## src/verilog/camd_cfg.svh

```systemverilog
// width, reset, field and encoding constants for the addressing mode decoder
`ifndef CAMD_CFG_SVH
`define CAMD_CFG_SVH
`define CAMD_ADDR_W      16
`define CAMD_DATA_W      8
`define CAMD_RST_PC      16'h0000
// addressing mode codes
`define CAMD_AM_IIX_S    3'h0
`define CAMD_AM_IIX_L    3'h1
`define CAMD_AM_REL_D    3'h2
`define CAMD_AM_REL_I    3'h3
// operation class codes
`define CAMD_OP_OTHER    4'h0
`define CAMD_OP_AND_TST  4'h1
`define CAMD_OP_BTJT     4'h2
`define CAMD_OP_BTJF     4'h3
`define CAMD_OP_IRQ_HI   4'h4
`define CAMD_OP_IRQ_LO   4'h5
`define CAMD_OP_CREL     4'h6
`define CAMD_OP_RCALL    4'h7
`define CAMD_OP_SHORTONL 4'h8
`define CAMD_OP_LONGOK   4'h9
// condition codes for the conditional branch family
`define CAMD_CC_ALWAYS   4'h0
`define CAMD_CC_NEVER    4'h1
`define CAMD_CC_MINUS    4'h2
`define CAMD_CC_PLUS     4'h3
`define CAMD_CC_EQ       4'h4
`define CAMD_CC_NE       4'h5
`define CAMD_CC_C        4'h6
`define CAMD_CC_NC       4'h7
`define CAMD_CC_UGT      4'h8
`define CAMD_CC_ULE      4'h9
`define CAMD_CC_H        4'ha
`define CAMD_CC_NH       4'hb
`endif

```

## src/verilog/camd_pkg.sv

```systemverilog
// types shared by the addressing mode decoder files
package camd_pkg;
    typedef struct packed {
        logic [3:0] op;
        logic [2:0] mode;
        logic [3:0] cond;
        logic [2:0] bit_sel;
        logic       use_y;
    } camd_req_type;

    typedef struct packed {
        logic        neg;
        logic        zero;
        logic        carry;
        logic        half;
    } camd_flags_type;

    typedef struct packed {
        logic [15:0] addr;
        logic        taken;
        logic        illegal;
        logic        n_wr;
        logic        z_wr;
        logic        c_wr;
        logic        n_val;
        logic        z_val;
        logic        c_val;
    } camd_res_type;

    typedef enum logic [2:0] {
        CAMD_IDLE  = 3'b000,
        CAMD_PTRA  = 3'b001,
        CAMD_PTRH  = 3'b010,
        CAMD_PTRL  = 3'b011,
        CAMD_OPND  = 3'b100,
        CAMD_DONE  = 3'b101
    } camd_state_type;
endpackage : camd_pkg

```

## src/verilog/camd_sync.sv

```systemverilog
// two flip-flop synchroniser for the external interrupt pin
`timescale 1ns/10ps
`include "camd_cfg.svh"
module camd_sync
    import camd_pkg::*;
(
    input  wire logic i_sys_clk,
    input  wire logic i_rst,
    input  wire logic i_async,
    output logic      o_sync
);
    typedef struct packed {
        logic meta_r;
        logic sync_r;
    } camd_sync_st_type;

    camd_sync_st_type st_r;
    camd_sync_st_type st_nxt;

    always_comb begin
        st_nxt        = st_r;
        st_nxt.meta_r = i_async;
        st_nxt.sync_r = st_r.meta_r;
    end

    always_ff @(posedge i_sys_clk) begin
        if (i_rst) begin
            st_r <= '0;
        end else begin
            st_r <= st_nxt;
        end
    end

    assign o_sync = st_r.sync_r;
endmodule : camd_sync

```

## src/verilog/camd_cond.sv

```systemverilog
// condition evaluation for conditional relative branches
`timescale 1ns/10ps
`include "camd_cfg.svh"
module camd_cond
    import camd_pkg::*;
(
    input  wire logic           i_sys_clk,
    input  wire logic           i_rst,
    input  wire logic [3:0]     i_cond,
    input  camd_flags_type      i_flags,
    output logic                o_true
);
    typedef struct packed {
        logic unused_r;
    } camd_cond_st_type;

    always_comb begin
        case (i_cond)
            `CAMD_CC_ALWAYS: o_true = 1'b1;
            `CAMD_CC_NEVER:  o_true = 1'b0;
            `CAMD_CC_MINUS:  o_true = i_flags.neg;
            `CAMD_CC_PLUS:   o_true = ~i_flags.neg;
            `CAMD_CC_EQ:     o_true = i_flags.zero;
            `CAMD_CC_NE:     o_true = ~i_flags.zero;
            `CAMD_CC_C:      o_true = i_flags.carry;
            `CAMD_CC_NC:     o_true = ~i_flags.carry;
            `CAMD_CC_UGT:    o_true = ~(i_flags.carry | i_flags.zero);
            `CAMD_CC_ULE:    o_true = i_flags.carry | i_flags.zero;
            `CAMD_CC_H:      o_true = i_flags.half;
            `CAMD_CC_NH:     o_true = ~i_flags.half;
            default:         o_true = 1'b0;
        endcase
    end
endmodule : camd_cond

```

## src/verilog/camd_top.sv

```systemverilog
// addressing mode and branch decode sequencer of the 8-bit core
`timescale 1ns/10ps
`include "camd_cfg.svh"
// What this block does
// RULE1: operand address is unsigned sum of index register and fetched pointer
// RULE2: short form reads one pointer byte via byte address, range 00-1FE
// RULE3: long form reads a 16-bit pointer via byte address, 64K space
// RULE4: relative target is PC plus sign-extended 8-bit offset
// RULE5: relative direct takes offset from byte after opcode
// RULE6: relative indirect reads address after opcode then fetches offset
// RULE7: long pointer form refused for short-only operation classes
// RULE8: and-test ANDs accumulator with operand, updates only N and Z
// RULE9: bit test-and-jump tests one bit, branches true/false, sets carry
// RULE10: irq pin branches test pin level high or low
// RULE11: long effective address is 16 bits, carry out dropped
module camd_top
    import camd_pkg::*;
(
    input  wire logic               i_sys_clk,
    input  wire logic               i_rst,
    input  wire logic               i_start,
    input  camd_req_type            i_req,
    input  wire logic [15:0]        i_pc,
    input  wire logic [7:0]         i_acc,
    input  wire logic [7:0]         i_idx_x,
    input  wire logic [7:0]         i_idx_y,
    input  camd_flags_type          i_flags,
    input  wire logic [7:0]         i_next_byte,
    input  wire logic               i_irq_pin,
    input  wire logic [7:0]         i_mem_rdata,
    input  wire logic               i_mem_rvalid,
    output logic                    o_mem_rd,
    output logic [15:0]             o_mem_addr,
    output logic                    o_busy,
    output logic                    o_done,
    output camd_res_type            o_res
);
    typedef struct packed {
        camd_state_type state;
        camd_req_type   req;
        logic [15:0]    pc;
        logic [7:0]     acc;
        logic [7:0]     idx;
        logic [7:0]     ptr_hi;
        logic           rd_r;
        logic [15:0]    addr_r;
        logic           busy_r;
        logic           done_r;
        camd_res_type   res_r;
    } camd_st_type;

    camd_st_type st_r;
    camd_st_type st_nxt;
    logic        irq_lvl;
    logic        cond_true;
    logic [15:0] rel_tgt;
    logic [7:0]  and_res;
    logic        bit_val;
    logic        short_only;

    camd_sync u_sync (
        .i_sys_clk (i_sys_clk),
        .i_rst     (i_rst),
        .i_async   (i_irq_pin),
        .o_sync    (irq_lvl)
    );

    camd_cond u_cond (
        .i_sys_clk (i_sys_clk),
        .i_rst     (i_rst),
        .i_cond    (st_r.req.cond),
        .i_flags   (i_flags),
        .o_true    (cond_true)
    );

    // ------------------------------------------------------------
    // datapath helpers
    // ------------------------------------------------------------
    assign rel_tgt = st_r.pc + {{8{i_mem_rdata[7]}}, i_mem_rdata}; // RULE4
    assign and_res = st_r.acc & i_mem_rdata; // RULE8
    assign bit_val = i_mem_rdata[st_r.req.bit_sel]; // RULE9
    // and-test takes both pointer forms, like the load and arithmetic class
    assign short_only = (i_req.op != `CAMD_OP_LONGOK)
                        && (i_req.op != `CAMD_OP_AND_TST); // RULE7

    // ------------------------------------------------------------
    // sequencer
    // ------------------------------------------------------------
    always_comb begin
        st_nxt        = st_r;
        st_nxt.rd_r   = 1'b0;
        st_nxt.done_r = 1'b0;
        case (st_r.state)
            CAMD_IDLE: begin
                if (i_start) begin
                    st_nxt.req    = i_req;
                    st_nxt.pc     = i_pc;
                    st_nxt.acc    = i_acc;
                    st_nxt.idx    = i_req.use_y ? i_idx_y : i_idx_x;
                    st_nxt.res_r  = '0;
                    st_nxt.busy_r = 1'b1;
                    if (i_req.mode == `CAMD_AM_IIX_L && short_only) begin
                        st_nxt.res_r.illegal = 1'b1; // RULE7
                        st_nxt.state  = CAMD_DONE;
                    end else if (i_req.mode == `CAMD_AM_REL_D) begin
                        // offset is the byte following the opcode
                        st_nxt.addr_r = i_pc; // RULE5
                        st_nxt.rd_r   = 1'b1;
                        st_nxt.state  = CAMD_OPND;
                    end else if (i_req.mode == `CAMD_AM_REL_I) begin
                        // byte after opcode addresses the offset
                        st_nxt.addr_r = {8'h00, i_next_byte}; // RULE6
                        st_nxt.rd_r   = 1'b1;
                        st_nxt.state  = CAMD_OPND;
                    end else if (i_req.mode == `CAMD_AM_IIX_L) begin
                        st_nxt.addr_r = {8'h00, i_next_byte}; // RULE3
                        st_nxt.rd_r   = 1'b1;
                        st_nxt.state  = CAMD_PTRH;
                    end else begin
                        st_nxt.addr_r = {8'h00, i_next_byte}; // RULE2
                        st_nxt.rd_r   = 1'b1;
                        st_nxt.state  = CAMD_PTRL;
                    end
                end
            end
            CAMD_PTRH: begin
                if (i_mem_rvalid) begin
                    st_nxt.ptr_hi = i_mem_rdata;
                    st_nxt.addr_r = {8'h00, st_r.addr_r[7:0] + 8'h01};
                    st_nxt.rd_r   = 1'b1;
                    st_nxt.state  = CAMD_PTRA;
                end
            end
            CAMD_PTRA: begin
                if (i_mem_rvalid) begin
                    // carry past bit 15 is dropped
                    st_nxt.addr_r = {st_r.ptr_hi, i_mem_rdata}
                                    + {8'h00, st_r.idx}; // RULE1 RULE11
                    st_nxt.rd_r   = 1'b1;
                    st_nxt.state  = CAMD_OPND;
                end
            end
            CAMD_PTRL: begin
                if (i_mem_rvalid) begin
                    // 9-bit sum reaches at most 1fe
                    st_nxt.addr_r = {8'h00, i_mem_rdata}
                                    + {8'h00, st_r.idx}; // RULE1 RULE2
                    st_nxt.rd_r   = 1'b1;
                    st_nxt.state  = CAMD_OPND;
                end
            end
            CAMD_OPND: begin
                if (i_mem_rvalid) begin
                    st_nxt.res_r.addr = st_r.addr_r;
                    case (st_r.req.op)
                        `CAMD_OP_AND_TST: begin
                            st_nxt.res_r.n_wr  = 1'b1; // RULE8
                            st_nxt.res_r.z_wr  = 1'b1;
                            st_nxt.res_r.n_val = and_res[7];
                            st_nxt.res_r.z_val = (and_res == 8'h00);
                        end
                        `CAMD_OP_BTJT, `CAMD_OP_BTJF: begin
                            st_nxt.res_r.c_wr  = 1'b1; // RULE9
                            st_nxt.res_r.c_val = bit_val;
                            st_nxt.res_r.taken =
                                (st_r.req.op == `CAMD_OP_BTJT)
                                ? bit_val : ~bit_val;
                            st_nxt.res_r.addr  = st_r.pc;
                        end
                        `CAMD_OP_IRQ_HI: begin
                            st_nxt.res_r.taken = irq_lvl; // RULE10
                            st_nxt.res_r.addr  = rel_tgt;
                        end
                        `CAMD_OP_IRQ_LO: begin
                            st_nxt.res_r.taken = ~irq_lvl; // RULE10
                            st_nxt.res_r.addr  = rel_tgt;
                        end
                        `CAMD_OP_CREL: begin
                            st_nxt.res_r.taken = cond_true; // RULE4
                            st_nxt.res_r.addr  = rel_tgt;
                        end
                        `CAMD_OP_RCALL: begin
                            st_nxt.res_r.taken = 1'b1; // RULE4
                            st_nxt.res_r.addr  = rel_tgt;
                        end
                        default: begin
                            st_nxt.res_r.addr = st_r.addr_r;
                        end
                    endcase
                    st_nxt.state = CAMD_DONE;
                end
            end
            CAMD_DONE: begin
                st_nxt.done_r = 1'b1;
                st_nxt.busy_r = 1'b0;
                st_nxt.state  = CAMD_IDLE;
            end
            default: begin
                st_nxt.state = CAMD_IDLE;
            end
        endcase
    end

    always_ff @(posedge i_sys_clk) begin
        if (i_rst) begin
            st_r       <= '0;
            st_r.state <= CAMD_IDLE;
            st_r.pc    <= `CAMD_RST_PC;
        end else begin
            st_r <= st_nxt;
        end
    end

    // ------------------------------------------------------------
    // outputs
    // ------------------------------------------------------------
    assign o_mem_rd   = st_r.rd_r;
    assign o_mem_addr = st_r.addr_r;
    assign o_busy     = st_r.busy_r;
    assign o_done     = st_r.done_r;
    assign o_res      = st_r.res_r;
endmodule : camd_top

```

## config.mk

```make
export PLATFORM = sky130hd
export DESIGN_NAME = camd_top
export DESIGN_NICKNAME = d
export VERILOG_FILES = /design/src/verilog/camd_pkg.sv /design/src/verilog/camd_sync.sv /design/src/verilog/camd_cond.sv /design/src/verilog/camd_top.sv
export VERILOG_INCLUDE_DIRS = /design/src /design/src/verilog
export SDC_FILE = /design/constraint.sdc
export NUM_CORES = 1
export LEC_CHECK = 0
export BUFFER_PORTS_ARGS = -buffer_cell sky130_fd_sc_hd__buf_4
export CORE_ASPECT_RATIO = 0.7
export CORE_UTILIZATION = 50
export CTS_CLUSTER_DIAMETER = 50
export DETAILED_ROUTE_END_ITERATION = 7
export PLACE_DENSITY_LB_ADDON = 0.08
export SYNTH_ARGS = -nofsm -noshare
export SYNTH_HDL_FRONTEND = slang
export SYNTH_SLANG_ARGS = --single-unit
```

## constraint.sdc

```tcl
create_clock -name i_sys_clk -period 3.55 [get_ports i_sys_clk]
set_input_delay 0.355 -clock i_sys_clk [delete_from_list [all_inputs] [get_ports i_sys_clk]]
set_output_delay 0.355 -clock i_sys_clk [all_outputs]
set_load 0.02 [all_outputs]
```

==> run_results.csv <==
group,metric,value,unit
pwr,p_per_area,449,mW/mm2
yosys,syn_avg_cell_area,7.92,um2
timing,fmax,421,MHz
final_layout,drive_gt1_share,19.8,%
clock_tree,clock_latency,350,ps
worst_hold_path,hold_path_class,"in -> reg",
floorplanning,io_pins,123,
clock_tree,post_cts_buffers,0,
clock_tree,ctsRootBufferMaster,"clkbuf_16",
pwr,ir_worst_vdd,0.271,mV
setup_path,path_class,"reg -> reg",
grt,grt_pass1_wl,29000,um
floorplanning,row_count,33,
yosys,syn_inst,779,
yosys,synth-main-ff-cell,"dfxtp_1",
clock_tree,numCtsBuffers,9,
timing,finalHoldViolations,0,
placed_design,io_buffers,122,
clock_tree,clkTransAtPathRegs,70,ps
yosys,netlist.area_leader.share,31.8,%
placed_design,gp_congestion,0.855,
final_layout,antenna_cells,0,
outcome,status,"complete, no violations",
grt,grt_max_degree,74,
floorplanning,start_util,52.1,%
grt,track_usage,29.9,%
final_layout,area_delta_synth_final,15.1,%
yosys,yosysWarnings,0,
timing,period_needed,2380,ps
timing,setup_viol,0,
drt,routed_wirelength,18700,um
placed_design,dp_cells,980,
setup_path,required,3820,ps
drt,wl_per_cell,18.8,um
clock_tree,holdBufCountCts,0,
timing,post-route-period-util,66.9,%
timing,rsz0062_at_grt,"no",
grt,grt_overflow_total,0,
setup_path,end_kind,"flip-flop",
grt,first_global_vias,5441,
yosys,synth_nets,885,
setup_path,cp-start-kind,"flip-flop",
timing,worstMarginPinSlew,824,ps
yosys,synth_area,0.00617,mm2
yosys,synth-edff-count,0,
floorplanning,die_h,95.0,um
grt,antenna_found_initial,0,
timing,maxSlewViolCount,0,
final_layout,num-nets-final,940,
drt,drt_drc_violations_left,0,
drt,antenna_left,0,
run,drv_cap,0,
placed_design,post-dp-hpwl,14000,um
floorplanning,dieArea,0.0128,mm2
setup_path,worstPathArrival,2650,ps
yosys,ys_types,76,
pwr,p_leak,2.78,nW
timing,skew,7.40,ps
yosys,ys_async_sr_fraction,0,%
drt,firstDrtPassIters,5,
clock_tree,cts_resized,0,
clock_tree,htree_num_levels,3,
clock_tree,cts.sinks,98,
drt,drt_iter0_drc,520,
clock_tree,clk_path_buf_depth,2,
drt,num_vias,5957,
timing,setup_tns,0,ps
final_layout,final_cells,996,
timing,relSlewSlack,44.8,%
drt,via_per_inst,5.98,
yosys,yosysTopAreaCell,"dfxtp_1",
clock_tree,cts_tree,"yes",
setup_path,worstPathMaxFanout,3,
floorplanning,die_x,135,um
yosys,synthTopCellsByArea,"dfxtp_1, nand2_1, a21oi_1",
floorplanning,core-area,0.0119,mm2
yosys,yosysSeqAreaShare,31.8,%
yosys,ys_ff_latch,98,
power by group:
part           internal (W)  switching, W
registers           0.00118      0.000114
clock network      0.000557      0.000454
logic              0.000358      0.000525
cells in the mapped netlist (3+ instances only):
cell type	n
or3_1	5
nand4b_1	4
clkbuf_8	4
o21ai_0	33
a21o_1	6
o21a_1	5
xor2_1	10
buf_2	7
o31ai_1	3
buf_1	4
o22ai_1	9
o211ai_1	5
nand3_1	12
a21oi_1	90
nor3b_1	8
a211oi_1	15
nor2_1	54
o221ai_1	5
nand3b_1	3
a221oi_1	5
nor3_1	9
nand2_1	131
xnor2_1	14
dfxtp_1	98
and2_1	5
a31oi_1	6
ha_1	24
nand2b_1	13
and3_1	4
a22oi_1	18
clkbuf_1	25
buf_4	43
inv_1	6
nand4_1	5
nor2b_1	14
mux2i_1	21
layer usage:
metal,GRT usage (%),vias up,routed length (um)
met3,4.94,25,1180
met5,0,-,0
met4,8.71,0,342
li1,-,2857,-
met1,42.4,2871,9040
met2,46.4,204,8160
through the flow:
stage,cell area (um2),util (%),power (W),hold WS (ps),setup WS [ps]
detailed placement,6800,57.4,0.00219,422,1060
finish,7110,60.0,0.00319,248,1170
global placement,6800,57.4,0.00217,437,1110
global route,7110,60.0,0.00335,252,999
CTS,7110,60.0,0.00320,235,1180
floorplan,6170,-,0.00192,414,1430
worst paths after layout:
path                     from             to  slack [ps]  depth (start not counted)
max                  st_r[67]      o_res[20]        1170                          9
min reg2reg  u_sync.st_nxt[0]  u_sync.o_sync         440                          1
max reg2reg          st_r[67]      o_res[20]        1170                          9
min                  i_req[5]       st_r[88]         250                          3
sequential cells by signal (all words and copies together), names as in the netlist:
| signal | flops |
|---|---|
| o_mem_rd | 1 |
| o_busy | 1 |
| u_sync.o_sync | 1 |
| st_r | 54 |
| u_sync.st_nxt | 1 |
| o_done | 1 |
| o_mem_addr | 16 |
| o_res | 23 |
area by class of cell:
| type | count | area (um2) |
|---|---|---|
| Fill cell | 1076 | 4740 |
| Multi-Input combinational cell | 590 | 3650 |
| Sequential cell | 98 | 1960 |
| Timing Repair Buffer | 129 | 968 |
| Clock buffer | 10 | 229 |
| Tap cell | 157 | 196 |
| Clock inverter | 6 | 73.8 |
| Inverter | 6 | 22.5 |
cell usage in the layout (no fill, tap or decap), types with 5 or more instances in the layout:
| cell | count |
|---|---|
| nor3b_1 | 8 |
| nand2_1 | 131 |
| nand4_1 | 5 |
| o21ai_0 | 32 |
| a21o_1 | 6 |
| xnor2_1 | 14 |
| o22ai_1 | 9 |
| ha_1 | 24 |
| a22oi_1 | 18 |
| o21a_1 | 5 |
| mux2i_1 | 21 |
| or3_1 | 5 |
| nand3_1 | 12 |
| a21oi_1 | 90 |
| o221ai_1 | 5 |
| a211oi_1 | 15 |
| nand2b_1 | 13 |
| clkbuf_16 | 9 |
| nor2_1 | 54 |
| dfxtp_1 | 98 |
| buf_4 | 129 |
| inv_1 | 6 |
| a31oi_1 | 6 |
| xor2_1 | 10 |
| o211ai_1 | 5 |
| nor3_1 | 9 |
| nor2b_1 | 14 |
| a221oi_1 | 5 |
critical path: stages (launching register included):
cell	delay (ps)
dfxtp_1	360
ha_1	200
inv_1	60
fa_1	390
nor2b_1	180
o31a_1	200
o2111ai_1	200
and3b_1	220
o311a_1	320
nor3b_1	150
kinds of logic (layout without fill, tap and decap cells):
logic type / count (synthesis) / in the layout / share of synthesized area, %
AO/OA/AOI/OAI: 230 / 230 / 23.7
XOR/XNOR: 24 / 24 / 3.40
AND/OR/NAND/NOR: 286 / 286 / 22.2
buffers and inverters: 91 / 151 / 9.06
multiplexers: 24 / 24 / 4.32
adder cells (fa/ha/maj): 26 / 26 / 5.51
flip-flops: 98 / 98 / 31.8
No activity file was read; power rests on OpenSTA's default activity.
